===== config.mk =====
export PLATFORM = sky130hd
export DESIGN_NAME = sad_decode
export DESIGN_NICKNAME = d
export VERILOG_FILES = /design/src/include/sad_pkg.sv /design/src/design/sad_fifo.sv /design/src/design/sad_decode.sv
export SDC_FILE = /design/constraint.sdc
export NUM_CORES = 1
export LEC_CHECK = 0
export BUFFER_PORTS_ARGS = -buffer_cell sky130_fd_sc_hd__buf_2
export CAP_MARGIN = 20
export CORE_AREA = 4 4 214 174
export DETAILED_ROUTE_END_ITERATION = 8
export DIE_AREA = 0 0 218 178
export SETUP_SLACK_MARGIN = 0.05
export SYNTH_ARGS = -nofsm -noshare
export SYNTH_HDL_FRONTEND = slang
export SYNTH_SLANG_ARGS = --single-unit

===== constraint.sdc =====
create_clock -name core_clk -period 5.75 [get_ports core_clk]
set_clock_uncertainty 0.2 [all_clocks]
set_input_delay 0.8625 -clock core_clk [delete_from_list [all_inputs] [get_ports core_clk]]
set_output_delay 0.8625 -clock core_clk [all_outputs]
set_load 0.03 [all_outputs]

===== src/include/sad_pkg.sv =====
package sad_pkg;
  // organisation selector
  typedef enum logic [1:0] {
    SAD_ORG_X4,
    SAD_ORG_X8,
    SAD_ORG_X16
  } sad_org_e;

  // decoded command
  typedef enum logic [2:0] {
    SAD_CMD_NOP,
    SAD_CMD_ACTIVE,
    SAD_CMD_READ,
    SAD_CMD_WRITE,
    SAD_CMD_PRECHARGE,
    SAD_CMD_LOAD_MODE,
    SAD_CMD_OTHER
  } sad_cmd_e;

  localparam int SAD_BANKS        = 4;
  localparam int SAD_BANK_W       = 2;
  localparam int SAD_ADDR_W       = 12;
  localparam int SAD_COL_W        = 11;
  localparam int SAD_DQ_MAX_W     = 16;
  localparam int SAD_DQ_X4_W      = 4;
  localparam int SAD_DQ_X8_W      = 8;
  localparam int SAD_SCOPE_BIT    = 10;
  localparam int SAD_COL_HI_BIT   = 11;
  localparam int SAD_COL_WIDE_MSB   = 9;
  localparam int SAD_COL_NARROW_MSB = 8;
  localparam int SAD_FIFO_DEPTH   = 8;
  localparam logic [11:0] SAD_ADDR_RST = 12'h000;
  localparam logic [3:0]  SAD_BANK_RST = 4'h0;
endpackage : sad_pkg


===== src/design/sad_fifo.sv =====
`timescale 1ns/10ps
module sad_fifo #(
  parameter int WIDTH = 32,
  parameter int DEPTH = 8
) (
  input  wire logic             clk,
  input  wire logic             rst_n,
  input  wire logic             in_valid,
  output logic                  in_ready,
  input  wire logic [WIDTH-1:0] in_data,
  output logic                  out_valid,
  input  wire logic             out_ready,
  output logic      [WIDTH-1:0] out_data
);
  localparam int PW = (DEPTH > 1) ? $clog2(DEPTH) : 1;

  initial
  begin
    if (DEPTH < 2 || (DEPTH & (DEPTH - 1)) != 0 || WIDTH < 1)
      $error("sad_fifo: depth must be a power of two >= 2");
  end

  logic [WIDTH-1:0] mem_reg [DEPTH];
  logic [PW:0]      wr_reg;
  logic [PW:0]      rd_reg;
  logic             push;
  logic             pop;
  logic             full;
  logic             empty;

  assign full      = (wr_reg[PW] != rd_reg[PW]) && (wr_reg[PW-1:0] == rd_reg[PW-1:0]);
  assign empty     = (wr_reg == rd_reg);
  assign in_ready  = !full;
  assign out_valid = !empty;
  assign push      = in_valid && !full;
  assign pop       = out_ready && !empty;
  assign out_data  = mem_reg[rd_reg[PW-1:0]];

  always_ff @(posedge clk)
  begin
    if (push)
      mem_reg[wr_reg[PW-1:0]] <= in_data;
  end

  always_ff @(posedge clk or negedge rst_n)
  begin
    if (!rst_n)
    begin
      wr_reg <= '0;
      rd_reg <= '0;
    end
    else
    begin
      if (push)
        wr_reg <= wr_reg + 1'b1;
      if (pop)
        rd_reg <= rd_reg + 1'b1;
    end
  end

  AST_FIFO_NO_OVERFLOW: assert property (@(posedge clk) disable iff (!rst_n)
    full && !pop |=> full)
    else $error("fifo lost fullness without a pop");
endmodule : sad_fifo


===== src/design/sad_decode.sv =====
`timescale 1ns/10ps
module sad_decode
  import sad_pkg::*;
#(
  parameter sad_pkg::sad_org_e ORG = sad_pkg::SAD_ORG_X16
) (
  input  wire logic                              core_clk,
  input  wire logic                              reset_n,
  input  wire logic                              cs_n,
  input  wire logic                              ras_n,
  input  wire logic                              cas_n,
  input  wire logic                              we_n,
  input  wire logic [sad_pkg::SAD_BANK_W-1:0]    bank_sel,
  input  wire logic [sad_pkg::SAD_ADDR_W-1:0]    addr,
  input  wire logic [sad_pkg::SAD_DQ_MAX_W-1:0]  dq_in,
  output logic      [sad_pkg::SAD_DQ_MAX_W-1:0]  dq_out,
  output logic      [sad_pkg::SAD_DQ_MAX_W-1:0]  dq_oe,
  output logic      [sad_pkg::SAD_BANKS-1:0]     bank_open,
  output logic      [sad_pkg::SAD_ADDR_W-1:0]    row_addr,
  output logic      [sad_pkg::SAD_COL_W-1:0]     col_addr,
  output logic      [sad_pkg::SAD_BANK_W-1:0]    acc_bank,
  output logic                                   acc_valid,
  output logic                                   acc_write,
  output logic                                   auto_precharge,
  output logic      [sad_pkg::SAD_ADDR_W-1:0]    mode_opcode,
  output logic                                   mode_load,
  output logic                                   wr_valid,
  output logic      [sad_pkg::SAD_DQ_MAX_W-1:0]  wr_data,
  input  wire logic                              wr_ready,
  input  wire logic                              rd_valid,
  input  wire logic [sad_pkg::SAD_DQ_MAX_W-1:0]  rd_data,
  output logic                                   rd_ready
);
  import sad_pkg::*;

  localparam int DQ_W = (ORG == SAD_ORG_X4) ? SAD_DQ_X4_W :
                        (ORG == SAD_ORG_X8) ? SAD_DQ_X8_W : SAD_DQ_MAX_W;
  localparam int FW = SAD_DQ_MAX_W;

  initial
  begin
    if (ORG != SAD_ORG_X4 && ORG != SAD_ORG_X8 && ORG != SAD_ORG_X16)
      $error("sad_decode: unsupported organisation");
  end

  // command decode from the four strobes
  function automatic sad_cmd_e decode_cmd(input logic cs, input logic ras,
                                          input logic cas, input logic we);
    if (cs)
      decode_cmd = SAD_CMD_NOP;
    else if (!ras && cas && we)
      decode_cmd = SAD_CMD_ACTIVE;
    else if (ras && !cas && we)
      decode_cmd = SAD_CMD_READ;
    else if (ras && !cas && !we)
      decode_cmd = SAD_CMD_WRITE;
    else if (!ras && cas && !we)
      decode_cmd = SAD_CMD_PRECHARGE;
    else if (!ras && !cas && !we)
      decode_cmd = SAD_CMD_LOAD_MODE;
    else if (ras && cas && we)
      decode_cmd = SAD_CMD_NOP;
    else
      decode_cmd = SAD_CMD_OTHER;
  endfunction : decode_cmd

  // column select per organisation
  function automatic logic [SAD_COL_W-1:0] pick_col(input logic [SAD_ADDR_W-1:0] a);
    if (ORG == SAD_ORG_X4)
      pick_col = {a[SAD_COL_HI_BIT], a[SAD_COL_WIDE_MSB:0]};
    else if (ORG == SAD_ORG_X8)
      pick_col = {1'b0, a[SAD_COL_WIDE_MSB:0]};
    else
      pick_col = {2'b00, a[SAD_COL_NARROW_MSB:0]};
  endfunction : pick_col

  function automatic logic [FW-1:0] lane_mask(input logic [FW-1:0] d);
    lane_mask = d & FW'((1 << DQ_W) - 1);
  endfunction : lane_mask

  logic       rst_s1_reg;
  logic       rst_n_reg;
  always_ff @(posedge core_clk or negedge reset_n)
  begin
    if (!reset_n)
    begin
      rst_s1_reg <= 1'b0;
      rst_n_reg  <= 1'b0;
    end
    else
    begin
      rst_s1_reg <= 1'b1;
      rst_n_reg  <= rst_s1_reg;
    end
  end

  sad_cmd_e                cmd;
  logic                    precharge_scope_bit;
  assign cmd                 = decode_cmd(cs_n, ras_n, cas_n, we_n);
  assign precharge_scope_bit = addr[SAD_SCOPE_BIT];

  // per-bank row store
  logic [SAD_ADDR_W-1:0] row_reg [SAD_BANKS];
  always_ff @(posedge core_clk or negedge rst_n_reg)
  begin
    if (!rst_n_reg)
    begin
      for (int i = 0; i < SAD_BANKS; i++)
        row_reg[i] <= SAD_ADDR_RST;
      bank_open <= SAD_BANK_RST;
    end
    else if (cmd == SAD_CMD_ACTIVE)
    begin
      row_reg[bank_sel]   <= addr;
      bank_open[bank_sel] <= 1'b1;
    end
    else if (cmd == SAD_CMD_PRECHARGE)
    begin
      if (precharge_scope_bit)
        bank_open <= '0;
      else
        bank_open[bank_sel] <= 1'b0;
    end
    else if ((cmd == SAD_CMD_READ || cmd == SAD_CMD_WRITE) && precharge_scope_bit)
      bank_open[bank_sel] <= 1'b0;
  end

  // access strobe, column and auto-precharge flag
  always_ff @(posedge core_clk or negedge rst_n_reg)
  begin
    if (!rst_n_reg)
    begin
      acc_valid      <= 1'b0;
      acc_write      <= 1'b0;
      acc_bank       <= '0;
      col_addr       <= '0;
      row_addr       <= SAD_ADDR_RST;
      auto_precharge <= 1'b0;
    end
    else
    begin
      acc_valid <= (cmd == SAD_CMD_READ || cmd == SAD_CMD_WRITE);
      if (cmd == SAD_CMD_READ || cmd == SAD_CMD_WRITE)
      begin
        acc_write      <= (cmd == SAD_CMD_WRITE);
        acc_bank       <= bank_sel;
        col_addr       <= pick_col(addr);
        row_addr       <= row_reg[bank_sel];
        auto_precharge <= precharge_scope_bit;
      end
    end
  end

  // mode register load
  always_ff @(posedge core_clk or negedge rst_n_reg)
  begin
    if (!rst_n_reg)
    begin
      mode_opcode <= SAD_ADDR_RST;
      mode_load   <= 1'b0;
    end
    else
    begin
      mode_load <= (cmd == SAD_CMD_LOAD_MODE);
      if (cmd == SAD_CMD_LOAD_MODE)
        mode_opcode <= addr;
    end
  end

  // write data path through the fifo
  logic          fifo_in_ready;
  logic          fifo_out_valid;
  logic [FW-1:0] fifo_out_data;
  logic          fifo_pop;
  logic          wr_push;
  assign wr_push  = (cmd == SAD_CMD_WRITE);
  assign fifo_pop = fifo_out_valid && (!wr_valid || wr_ready);

  sad_fifo #(
    .WIDTH (FW),
    .DEPTH (SAD_FIFO_DEPTH)
  ) u_wr_fifo (
    .clk       (core_clk),
    .rst_n     (rst_n_reg),
    .in_valid  (wr_push),
    .in_ready  (fifo_in_ready),
    .in_data   (lane_mask(dq_in)),
    .out_valid (fifo_out_valid),
    .out_ready (fifo_pop),
    .out_data  (fifo_out_data)
  );

  logic wr_drop_reg;
  always_ff @(posedge core_clk or negedge rst_n_reg)
  begin
    if (!rst_n_reg)
    begin
      wr_valid    <= 1'b0;
      wr_data     <= '0;
      wr_drop_reg <= 1'b0;
    end
    else
    begin
      if (fifo_pop)
      begin
        wr_valid <= 1'b1;
        wr_data  <= fifo_out_data;
      end
      else if (wr_ready)
        wr_valid <= 1'b0;
      wr_drop_reg <= wr_push && !fifo_in_ready;
    end
  end

  // read data drive, only the organisation's lanes are enabled
  always_ff @(posedge core_clk or negedge rst_n_reg)
  begin
    if (!rst_n_reg)
    begin
      dq_out   <= '0;
      dq_oe    <= '0;
      rd_ready <= 1'b0;
    end
    else
    begin
      rd_ready <= 1'b1;
      if (rd_valid && rd_ready)
      begin
        dq_out <= lane_mask(rd_data);
        dq_oe  <= lane_mask('1);
      end
      else
        dq_oe <= '0;
    end
  end

  AST_ROW_LATCH: assert property (@(posedge core_clk) disable iff (!rst_n_reg)
    cmd == SAD_CMD_ACTIVE |=> row_reg[$past(bank_sel)] == $past(addr))
    else $error("row not latched on activate");
  AST_BANK_OPEN: assert property (@(posedge core_clk) disable iff (!rst_n_reg)
    cmd == SAD_CMD_ACTIVE |=> bank_open[$past(bank_sel)])
    else $error("activated bank not open");
  AST_COL_PICK: assert property (@(posedge core_clk) disable iff (!rst_n_reg)
    (cmd == SAD_CMD_READ || cmd == SAD_CMD_WRITE)
    |=> acc_valid && (ORG == SAD_ORG_X4 ? col_addr == {$past(addr[SAD_COL_HI_BIT]),
                                          $past(addr[SAD_COL_WIDE_MSB:0])} :
                      ORG == SAD_ORG_X8 ? col_addr == {1'b0, $past(addr[SAD_COL_WIDE_MSB:0])} :
                      col_addr == {2'b00, $past(addr[SAD_COL_NARROW_MSB:0])}))
    else $error("wrong column");
  AST_AUTO_PRE: assert property (@(posedge core_clk) disable iff (!rst_n_reg)
    (cmd == SAD_CMD_READ || cmd == SAD_CMD_WRITE) && precharge_scope_bit
    |=> auto_precharge && !bank_open[acc_bank])
    else $error("auto precharge missed");
  AST_PRE_ALL: assert property (@(posedge core_clk) disable iff (!rst_n_reg)
    cmd == SAD_CMD_PRECHARGE && precharge_scope_bit |=> bank_open == '0)
    else $error("precharge all left a bank open");
  AST_PRE_ONE: assert property (@(posedge core_clk) disable iff (!rst_n_reg)
    cmd == SAD_CMD_PRECHARGE && !precharge_scope_bit
    |=> !bank_open[$past(bank_sel)] && ((bank_open | (4'h1 << $past(bank_sel)))
        == ($past(bank_open) | (4'h1 << $past(bank_sel)))))
    else $error("single precharge touched other banks");
  AST_MODE_OP: assert property (@(posedge core_clk) disable iff (!rst_n_reg)
    cmd == SAD_CMD_LOAD_MODE |=> mode_load && mode_opcode == $past(addr))
    else $error("mode opcode not taken");
  AST_DQ_WIDTH: assert property (@(posedge core_clk) disable iff (!rst_n_reg)
    (dq_oe & ~lane_mask('1)) == '0 && (wr_data & ~lane_mask('1)) == '0)
    else $error("unused data lane active");
  AST_DESELECT: assert property (@(posedge core_clk) disable iff (!rst_n_reg)
    cs_n |=> !acc_valid && !mode_load)
    else $error("command acted while deselected");
  AST_NO_ACCESS: assert property (@(posedge core_clk) disable iff (!rst_n_reg)
    !(cmd == SAD_CMD_READ || cmd == SAD_CMD_WRITE) |=> !acc_valid)
    else $error("access strobe without read or write");
  AST_ACT_OTHERS: assert property (@(posedge core_clk) disable iff (!rst_n_reg)
    cmd == SAD_CMD_ACTIVE
    |=> (bank_open | (4'h1 << $past(bank_sel)))
        == ($past(bank_open) | (4'h1 << $past(bank_sel))))
    else $error("activate touched another bank");
  AST_MODE_HOLD: assert property (@(posedge core_clk) disable iff (!rst_n_reg)
    cmd != SAD_CMD_LOAD_MODE |=> !mode_load && $stable(mode_opcode))
    else $error("mode opcode changed without a load");
  AST_WR_HOLD: assert property (@(posedge core_clk) disable iff (!rst_n_reg)
    wr_valid && !wr_ready |=> wr_valid && $stable(wr_data))
    else $error("write word changed before acceptance");
  AST_OE_PULSE: assert property (@(posedge core_clk) disable iff (!rst_n_reg)
    !(rd_valid && rd_ready) |=> dq_oe == '0)
    else $error("data lanes driven without read data");

  COV_ACTIVE_READ: cover property (@(posedge core_clk) disable iff (!rst_n_reg)
    cmd == SAD_CMD_ACTIVE ##[1:4] cmd == SAD_CMD_READ);
  COV_WRITE_AP: cover property (@(posedge core_clk) disable iff (!rst_n_reg)
    cmd == SAD_CMD_WRITE && precharge_scope_bit);
  COV_PRE_ALL: cover property (@(posedge core_clk) disable iff (!rst_n_reg)
    cmd == SAD_CMD_PRECHARGE && precharge_scope_bit && bank_open != '0);
  COV_WR_DROP: cover property (@(posedge core_clk) disable iff (!rst_n_reg) wr_drop_reg);
  COV_READ_DRIVE: cover property (@(posedge core_clk) disable iff (!rst_n_reg)
    rd_valid && rd_ready);
endmodule : sad_decode


==> summary.txt, run 1 <==
Detailed routing
  – DRT iter0 DRCs: 309
  – DRC Markers: 0
  – Vias: 5447
  – Routed wire length: 21500 um
  – First-pass DRT Iterations: 4
  – Drt wl/cell: 17.6 um
  – Antenna Nets Post-Route: 0
  – Routed vias/inst: 4.48

CTS
  – Post-CTS Hold Fix Bufs: 1
  – Worst skew pair latency: 0.55 ns
  – H-tree Lvls: 1
  – CTS tree: yes
  – CTS max path bufs: 3
  – Post-CTS Setup Bufs: 0
  – CTS resizes: 0
  – Root Buffer Master: clkbuf_16
  – Clk slew on worst S/H paths: 0.07 ns
  – Inserted Clock Buffers: 27
  – Num Clock Sinks: 264

Global routing
  – Tot GR Track Use: 11.1%
  – Largest net degree at the start of global routing: 60
  – First-pass GRT wire length: 34000 um
  – Antenna violations before repair: 0
  – Gr ovfl total: 0
  – Vias in the first global route: 5680

STA
  – Endpoints failing hold: 0
  – Fin crit period: 3.52 ns
  – TNS Setup: 0 ns
  – Crit share post-route: 61.3%
  – Slew headroom: 33.3%
  – Setup violators final: 0
  – Fmax: 284 MHz
  – Slew at the pin closest to its max-slew limit: 0.996 ns
  – RSZ-0062 raised after global routing: false
  – Fin Hold WS: 0.154 ns
  – Max-slew violations: 0

Final layout
  – # diodes: 0
  – NumNets Final: 779
  – Register Area: 0.00725 mm2
  – Fill count: 3271
  – Multi-input logic area: 0.00293 mm2
  – Number of flip-flops under the largest register name: 128
  – P&R area growth vs syn: 20.3%
  – Fraction of layout cells with a size suffix above 1: 48.8%

Worst setup path
  – Worst path bufs/invs: 2
  – Most common cell on crit path: buf_4
  – CP peak stage delay: 0.78 ns
  – Critical Path Start Type: flop
  – Worst path cell trace: buf_4, xor2_1, o41ai_2, or2_2, nor2_1, buf_4
  – Worst-path fanout max: 36
  – CP Data Required Time: 5.81 ns
  – Setup Crit Path Kind: flop to flop
  – Largest delay contributor family on the critical path: simple AND/OR/NAND/NOR gates
  – Crit path DAT: 3.58 ns
  – Crit. End Element: flop
  – Slowest stage cell, crit path: nor2_1

Die
  – IO Pins: 149
  – Row count: 61
  – Chip height: 178 um
  – Starting Density: 30.0%
  – Core ar.: 0.0348 mm2
  – Die area: 0.0388 mm2
  – Die W: 218 um

Pwr
  – Overall power: 5.63 mW
  – Peak VDD IR: 0.000229 V
  – Leak: 5.06 nW
  – Pwr Density: 448 mW/mm2

Synth
  – Post-synth top flop: dfrtp_1
  – Most frequent cell after synthesis: dfrtp_1
  – Cell variety after synth: 41
  – Number of synthesized flops with an enable pin: 128
  – Syn_area_per_cell: 18.2 um2
  – Post-synth top area share: 36.8%
  – Sequential area share after synthesis: 69.4%
  – Async S/R FF share, synth: 51.5%
  – Cell taking the most area after synthesis: edfxtp_1
  – Ys Warns: 0
  – Synth Cell Area: 0.0104 mm2
  – Cell count after synthesis: 574
  – Synth top area cells: edfxtp_1, dfrtp_1, mux2_2, mux4_2, mux2i_1
  – Commonest cells post-synth: dfrtp_1, edfxtp_1, mux2_2
  – #FFs+latches synth: 264

Min path
  – Worst hold path type: flop to flop

Placement
  – Routability-driven placement congestion ratio: 0.703
  – IO buf count: 146
  – Detailed Place HPWL: 13800 um

Flow run
  – MaxCap Viol Count: 0

Status
  – Status: complete, no violations
==> area by class of cell <==
type	count	share of cell area, %
inverter	5	0.149
sequential	264	57.7
multi-input combinational	262	23.3
tap	472	4.70
clock inverter	19	1.63
timing repair buffer	163	6.85
clock buffer	31	5.58
==> kinds of logic after synthesis <==
kind of cell	share of synthesized area, %
multiplexers	22.0
other	0.0720
adder cells (fa/ha/maj)	0.240
AND/OR/NAND/NOR	2.42
flip-flops	69.4
buffers and inverters	2.75
AO/OA/AOI/OAI	2.15
XOR/XNOR	0.911
==> final timing paths <==
| kind | startpoint | cells past startpoint | slack [ns] | to |
|---|---|---|---|---|
| worst max-delay path | u_wr_fifo.rd_reg[0] | 6 | 2.23 | u_wr_fifo.mem_reg[5][7] |
| worst min-delay path | rst_s1_reg | 0 | 0.15 | rst_n_reg |
| worst max register to register | u_wr_fifo.rd_reg[0] | 6 | 2.23 | u_wr_fifo.mem_reg[5][7] |
| worst min register to register | rst_s1_reg | 0 | 0.15 | rst_n_reg |
| max in group asynchronous | rst_n_reg | 1 | 3.85 | bank_open[3] |
| min in group asynchronous | rst_n_reg | 0 | 0.20 | wr_data[7] |
==> power breakdown <==
part | total (mW) | switching (mW) | internal (mW)
clock network | 1.78 | 0.758 | 1.02
registers | 2.39 | 0.144 | 2.24
logic | 1.46 | 0.861 | 0.599
==> per-stage QoR <==
stage | utilization [%] | area (um2) | instances | setup WS [ns]
global placement | 33.5 | 11600 | 1165 | 1.59
CTS | 36.1 | 12600 | 1216 | 2.11
floorplan | - | 10400 | 576 | 1.48
finish | 36.1 | 12600 | 1216 | 2.23
global route | 36.1 | 12600 | 1216 | 1.97
detailed placement | 33.5 | 11600 | 1165 | 1.61
==> layer usage <==
layer / up-vias / GRT usage (%) / wire (um)
li1: 2471 / - / -
met1: 2778 / 15.7 / 9670
met2: 166 / 17.7 / 9890
met3: 32 / 2.49 / 1500
met4: 0 / 2.74 / 398
met5: - / 0 / 0
==> placed cells by master, fill, tap and decap left out, types with 5 or more instances in the layout <==
cell type,Yosys,layout
nand2_1,23,23
o21ai_0,16,16
clkbuf_16,0,27
xor2_1,7,7
dfrtp_1,136,134
edfxtp_1,128,128
buf_2,13,146
nor2_1,9,9
mux2i_1,16,16
buf_4,20,16
mux4_2,44,44
inv_1,5,5
mux2_2,101,101
Power figures use the tool's default switching activity.
==> run 2, diff against run 1 <==
ABC_AREA = 1   (was not set)
CORE_AREA = 4 4 225 183   (was 4 4 214 174)
DIE_AREA = 0 0 229 187   (was 0 0 218 178)
clock period = 3.2 ns   (was 5.75 ns; I/O delays follow)
==> run 2 against run 1 <==
Net effect:
- cell area increased by 9.5%
- sequential share of layout area shrank 5.0 points
- global-route usage is 1.5 points higher
- final cell count rose by 57%
- largest power group unchanged
- non-clock buffer count grew 27
- power rose by 91%
- synthesized cell count is 110% higher
- synthesized area up 10%
- critical path type unchanged
==> summary.txt, run 2 <==
STA
  – RSZ-0062 raised after global routing: false
  – Slew at the pin closest to its max-slew limit: 0.873 ns
  – Fmax: 427 MHz
  – Slew headroom: 41.6%
  – TNS Setup: 0 ns
  – Max-slew violations: 0
  – Setup violators final: 0
  – Fin crit period: 2.34 ns
  – Crit share post-route: 73.1%
  – Final worst slack: 0.860 ns
  – Endpoints failing hold: 0
  – Fin Hold WS: 0.0309 ns

Synth
  – Post-synthesis mux area share: 0%
  – Cell taking the most area after synthesis: edfxtp_1
  – Cell variety after synth: 26
  – Synth top area cells: edfxtp_1, dfrtp_1, nand2_1, inv_1, nand3_1
  – Synth Cell Area: 0.0115 mm2
  – Post-synthesis compound-gate area fraction: 3.78%
  – Post-synthesis xor/xnor area fraction: 0.522%
  – Adder-Cell Fraction of Synth Area: 0.217%
  – Sequential area share after synthesis: 62.9%
  – Commonest cells post-synth: nand2_1, inv_1, dfrtp_1
  – Cell count after synthesis: 1227
  – Syn_area_per_cell: 9.38 um2
  – Main combinational cell family by area after synthesis: simple AND/OR/NAND/NOR gates
  – #FFs+latches synth: 264
  – Async S/R FF share, synth: 51.5%
  – Post-synth top flop: dfrtp_1
  – Post-synth top area share: 33.4%
  – Ys Warns: 0
  – Most frequent cell after synthesis: nand2_1
  – Post-synthesis simple-gate area fraction: 22.4%
  – Number of synthesized flops with an enable pin: 128

Detailed routing
  – First-pass DRT Iterations: 5
  – Drt wl/cell: 14.4 um
  – DRT iter0 DRCs: 579
  – Routed vias/inst: 4.33
  – Routed wire length: 27500 um
  – DRC Markers: 0
  – Antenna Nets Post-Route: 0
  – Vias: 8254

Final layout
  – # diodes: 0
  – Commonest non-fill, non-tap cell in the layout: nand2_1
  – Register Area: 0.00725 mm2
  – Fraction of layout cells with a size suffix above 1: 17.9%
  – Post-route insts no fill: 1906
  – NumNets Final: 1437
  – P&R area growth vs syn: 19.5%
  – Fill count: 3975
  – Most frequent cells in the layout: nand2_1, inv_1, buf_2, dfrtp_1, edfxtp_1
  – Number of flip-flops under the largest register name: 128
  – Multi-input logic area: 0.00311 mm2
  – Util after Layout: 35.2%
  – Final Cell Area: 0.0138 mm2

Min path
  – Worst hold path type: primary input to flop

CTS
  – Worst skew pair latency: 0.56 ns
  – Post-CTS Hold Fix Bufs: 22
  – Num Clock Sinks: 264
  – Clk slew on worst S/H paths: 0.06 ns
  – CTS resizes: 0
  – Post-CTS Setup Bufs: 0
  – H-tree Lvls: 1
  – CTS tree: yes
  – Inserted Clock Buffers: 29
  – Root Buffer Master: clkbuf_16
  – CTS max path bufs: 3

Pwr
  – Peak VDD IR: 0.000349 V
  – Pwr Density: 781 mW/mm2
  – Sw Ratio: 35.7%
  – Seq pwr share: 40.2%
  – Combinational power share: 28.7%
  – Clock Power Share: 31.1%
  – Psw: 3.83 mW
  – Leak: 6.84 nW
  – Internal power: 6.91 mW
  – Overall power: 10.7 mW

Worst setup path
  – FF-to-FF setup slack: 0.86 ns
  – Reg-to-Reg End: u_wr_fifo.mem_reg[2][8]
  – Crit. End Element: flop
  – Reg-to-reg startpoint: u_wr_fifo.rd_reg[2]
  – Crit path DAT: 2.40 ns
  – Worst-path fanout max: 17
  – CP Data Required Time: 3.26 ns
  – CP Capture Point: u_wr_fifo.mem_reg[2][8]
  – R2R depth: 7
  – Crit path from: u_wr_fifo.rd_reg[2]
  – Critical Path Start Type: flop
  – Setup Crit Path Kind: flop to flop

Status
  – Status: complete, no violations

Placement
  – Detailed Place HPWL: 18300 um
  – Total placed cells including tap cells: 1829
  – Routability-driven placement congestion ratio: 0.792
  – Post-Place Worst Slack: 0.643 ns
  – IO buf count: 146
  – Placed Instance Area: 0.0125 mm2

Die
  – Die area: 0.0428 mm2
  – Starting Density: 29.5%
  – Die W: 229 um
  – Core ar.: 0.0390 mm2
  – Row count: 65
  – Chip height: 187 um
  – IO Pins: 149

Global routing
  – Largest net degree at the start of global routing: 92
  – Antenna violations before repair: 0
  – Gr ovfl total: 0
  – Tot GR Track Use: 12.6%
  – First-pass GRT wire length: 44300 um
  – Vias in the first global route: 8071

Flow run
  – MaxCap Viol Count: 0
run 2: layout make-up:
class	count	area share, %
clock inverters	13	0.973
inverters	173	4.74
well taps	502	4.56
repair buffers	190	8.35
flip-flops and latches	264	52.7
multi-input cells	723	22.6
clock buffers	41	6.04
run 2: power by group through the flow:
stage | sequential (mW) | clock [mW] | combinational (mW)
finish | 4.32 | 3.34 | 3.08
global route | 4.39 | 3.61 | 3.46
CTS | 4.32 | 3.45 | 3.08
detailed placement | 4.39 | 0 | 3.05
global placement | 4.38 | 0 | 3.03
floorplan | 4.73 | 0 | 1.97
run 2: metal layers:
layer	vias up	GRT usage [%]	part of all wire [%]
li1	4109	-	-
met1	3879	18.5	49
met2	224	19.3	43
met3	42	2.16	5.3
met4	0	3.37	2.6
met5	-	0	0
run 2: worst max-delay path, cell delays in order, from the launching register on:
cell	delay (ns)
dfrtp_1	0.54
inv_2	0.25
nand2_1	0.13
nand2_2	0.07
nand4_1	0.19
nand3_1	0.21
nor2_1	0.21
buf_4	0.23
run 2: kinds of logic (layout without fill, tap and decap cells):
| family | Yosys count | count (layout) |
|---|---|---|
| and+or+nand+nor | 635 | 635 |
| DFF | 264 | 264 |
| buffers and inverters | 242 | 417 |
| AOI/OAI and AO/OA | 76 | 76 |
| xor gates and xnor gates | 6 | 6 |
| adders and majority gates | 2 | 2 |
| other | 2 | 4 |
run 2: how the worst min path moves through the flow:
stage / start / end / cells after the start
floorplan: reset_n / rst_n_reg / 0
global placement: reset_n / rst_s1_reg / 1
detailed placement: reset_n / rst_s1_reg / 1
CTS: dq_in[10] / u_wr_fifo.mem_reg[2][10] / 1
global route: dq_in[10] / u_wr_fifo.mem_reg[2][10] / 1
finish: dq_in[10] / u_wr_fifo.mem_reg[3][10] / 1
==> run 3, diff against run 2 <==
clock period = 2.2 ns   (was 3.2 ns; I/O delays follow)
==> run 3 against run 2 <==
Net effect:
- setup slack worse by 0.64 ns
- fmax up 18%
- highest routed layer unchanged
- critical path depth unchanged
==> summary.txt, run 3 (same netlist as run 2, synthesis figures left out) <==
CTS
  – CTS tree: yes
  – Num Clock Sinks: 264
  – H-tree Lvls: 1
  – Root Buffer Master: clkbuf_16
  – Worst skew pair latency: 0.54 ns
  – CTS max path bufs: 3
  – Inserted Clock Buffers: 28
  – Clk slew on worst S/H paths: 0.06 ns

STA
  – Endpoints failing hold: 0
  – Fin crit period: 1.98 ns
  – Fmax: 505 MHz
  – RSZ-0062 raised after global routing: false
  – Max-slew violations: 0
  – Slew headroom: 59.4%
  – TNS Setup: 0 ns
  – Final worst slack: 0.222 ns
  – Fin Hold WS: 0.0530 ns
  – Crit share post-route: 89.9%
  – Slew at the pin closest to its max-slew limit: 0.610 ns
  – Setup violators final: 0

Detailed routing
  – Antenna Nets Post-Route: 0
  – M1 wire length: 13300 um
  – DRC Markers: 0
  – First-pass DRT Iterations: 5
  – Metal3 WL: 1760 um
  – Met2 Routed Length: 12300 um
  – DRT iter0 DRCs: 545
  – Routed vias/inst: 4.38
  – Routed wire length: 28000 um
  – Vias: 8550
  – Top sig layer: met4
  – Drt wl/cell: 14.3 um

Status
  – Status: complete, no violations

Final layout
  – NumNets Final: 1482
  – Final Cell Area: 0.0143 mm2
  – P&R area growth vs syn: 23.8%
  – Most frequent cells in the layout: nand2_1, inv_1, buf_2, dfrtp_1, edfxtp_1
  – Number of flip-flops under the largest register name: 128
  – Fraction of layout cells with a size suffix above 1: 18.6%
  – Commonest non-fill, non-tap cell in the layout: nand2_1

Worst setup path
  – Crit path DAT: 2.02 ns
  – Worst-path fanout max: 10
  – CP Data Required Time: 2.24 ns
  – Crit. End Element: flop
  – Critical Path Start Type: flop
  – Setup Crit Path Kind: flop to flop

Flow run
  – MaxCap Viol Count: 0

Die
  – Row count: 65
  – Die area: 0.0428 mm2
  – IO Pins: 149
  – Chip height: 187 um
  – Starting Density: 29.5%
  – Core ar.: 0.0390 mm2
  – Die W: 229 um

Placement
  – Placed Instance Area: 0.0128 mm2
  – IO buf count: 146
  – Detailed Place HPWL: 18400 um
  – Post-Place Worst Slack: 0.170 ns
  – Routability-driven placement congestion ratio: 0.834

Pwr
  – Leak: 7.05 nW
  – Peak VDD IR: 0.000612 V
  – Pwr Density: 1110 mW/mm2

Min path
  – Worst hold path type: primary input to flop

Global routing
  – Largest net degree at the start of global routing: 42
  – Vias in the first global route: 8315
  – Antenna violations before repair: 0
  – Tot GR Track Use: 13.0%
  – First-pass GRT wire length: 45500 um
  – Gr ovfl total: 0
## run 3: cell types whose count changed in the layout (fill, tap and decap cells not counted), moves of 4 or more
cell,before,now
clkinv_1,3,7
nor2_2,3,7
clkbuf_8,6,1
buf_12,1,8
buf_4,20,33
dlygate4sd3_1,22,49
nor2_1,12,8
## run 3: metrics by stage
step / instances / util [%] / total power [mW]
floorplan: 1229 / - / 9.75
global placement: 1849 / 32.8 / 10.9
detailed placement: 1849 / 32.8 / 10.9
CTS: 1950 / 36.5 / 16.0
global route: 1950 / 36.5 / 16.8
finish: 1951 / 36.5 / 15.8
## run 3: report_power, final
| group | leakage, nW | switching [mW] | internal, mW |
|---|---|---|---|
| Combinational | 3.71 | 3.18 | 1.47 |
| Sequential | 2.87 | 0.401 | 5.80 |
| Clock | 0.468 | 1.90 | 3.02 |
| Total | 7.05 | 5.48 | 10.3 |
## run 3: final timing paths
kind	cells past startpoint	from	to	slack, ns
max in group asynchronous	1	rst_n_reg	bank_open[1]	1.07
setup / recovery	7	u_wr_fifo.rd_reg[2]	u_wr_fifo.mem_reg[0][13]	0.22
min in group asynchronous	0	rst_n_reg	col_addr[1]	0.14
hold / removal	5	rd_valid	dq_out[6]	0.05
setup reg to reg	7	u_wr_fifo.rd_reg[2]	u_wr_fifo.mem_reg[0][13]	0.22
hold reg to reg	0	rst_n_reg	col_addr[1]	0.14
## run 3: repair_timing
item	in CTS	in global routing
hold endpoints to repair	216	0
buffers inserted	0	0
endpoints found under the setup margin	0	31
hold buffers	49	0
resized for setup	0	1
## run 3: per-layer routing
layer  track usage (%)  up-vias
met1              18.6     4058
met5                 0        -
met3              2.48       44
met4              3.42        0
li1                  -     4212
met2              20.2      236
## run 3: worst max-delay path, stage by stage, from the launching register on
cell     delay (ns)
dfrtp_1        0.45
inv_2          0.05
nand2_1        0.07
nand2_2        0.07
nand4_1        0.19
nand3_1        0.21
nor2_1         0.20
buf_4          0.23
## run 3: area by class of cell
type | count | area [um2]
Antenna cell | 1 | 2.50
Clock buffer | 36 | 762
Clock inverter | 16 | 204
Fill cell | 3909 | 24800
Inverter | 173 | 652
Multi-Input combinational cell | 723 | 3120
Sequential cell | 264 | 7250
Tap cell | 502 | 628
Timing Repair Buffer | 236 | 1630
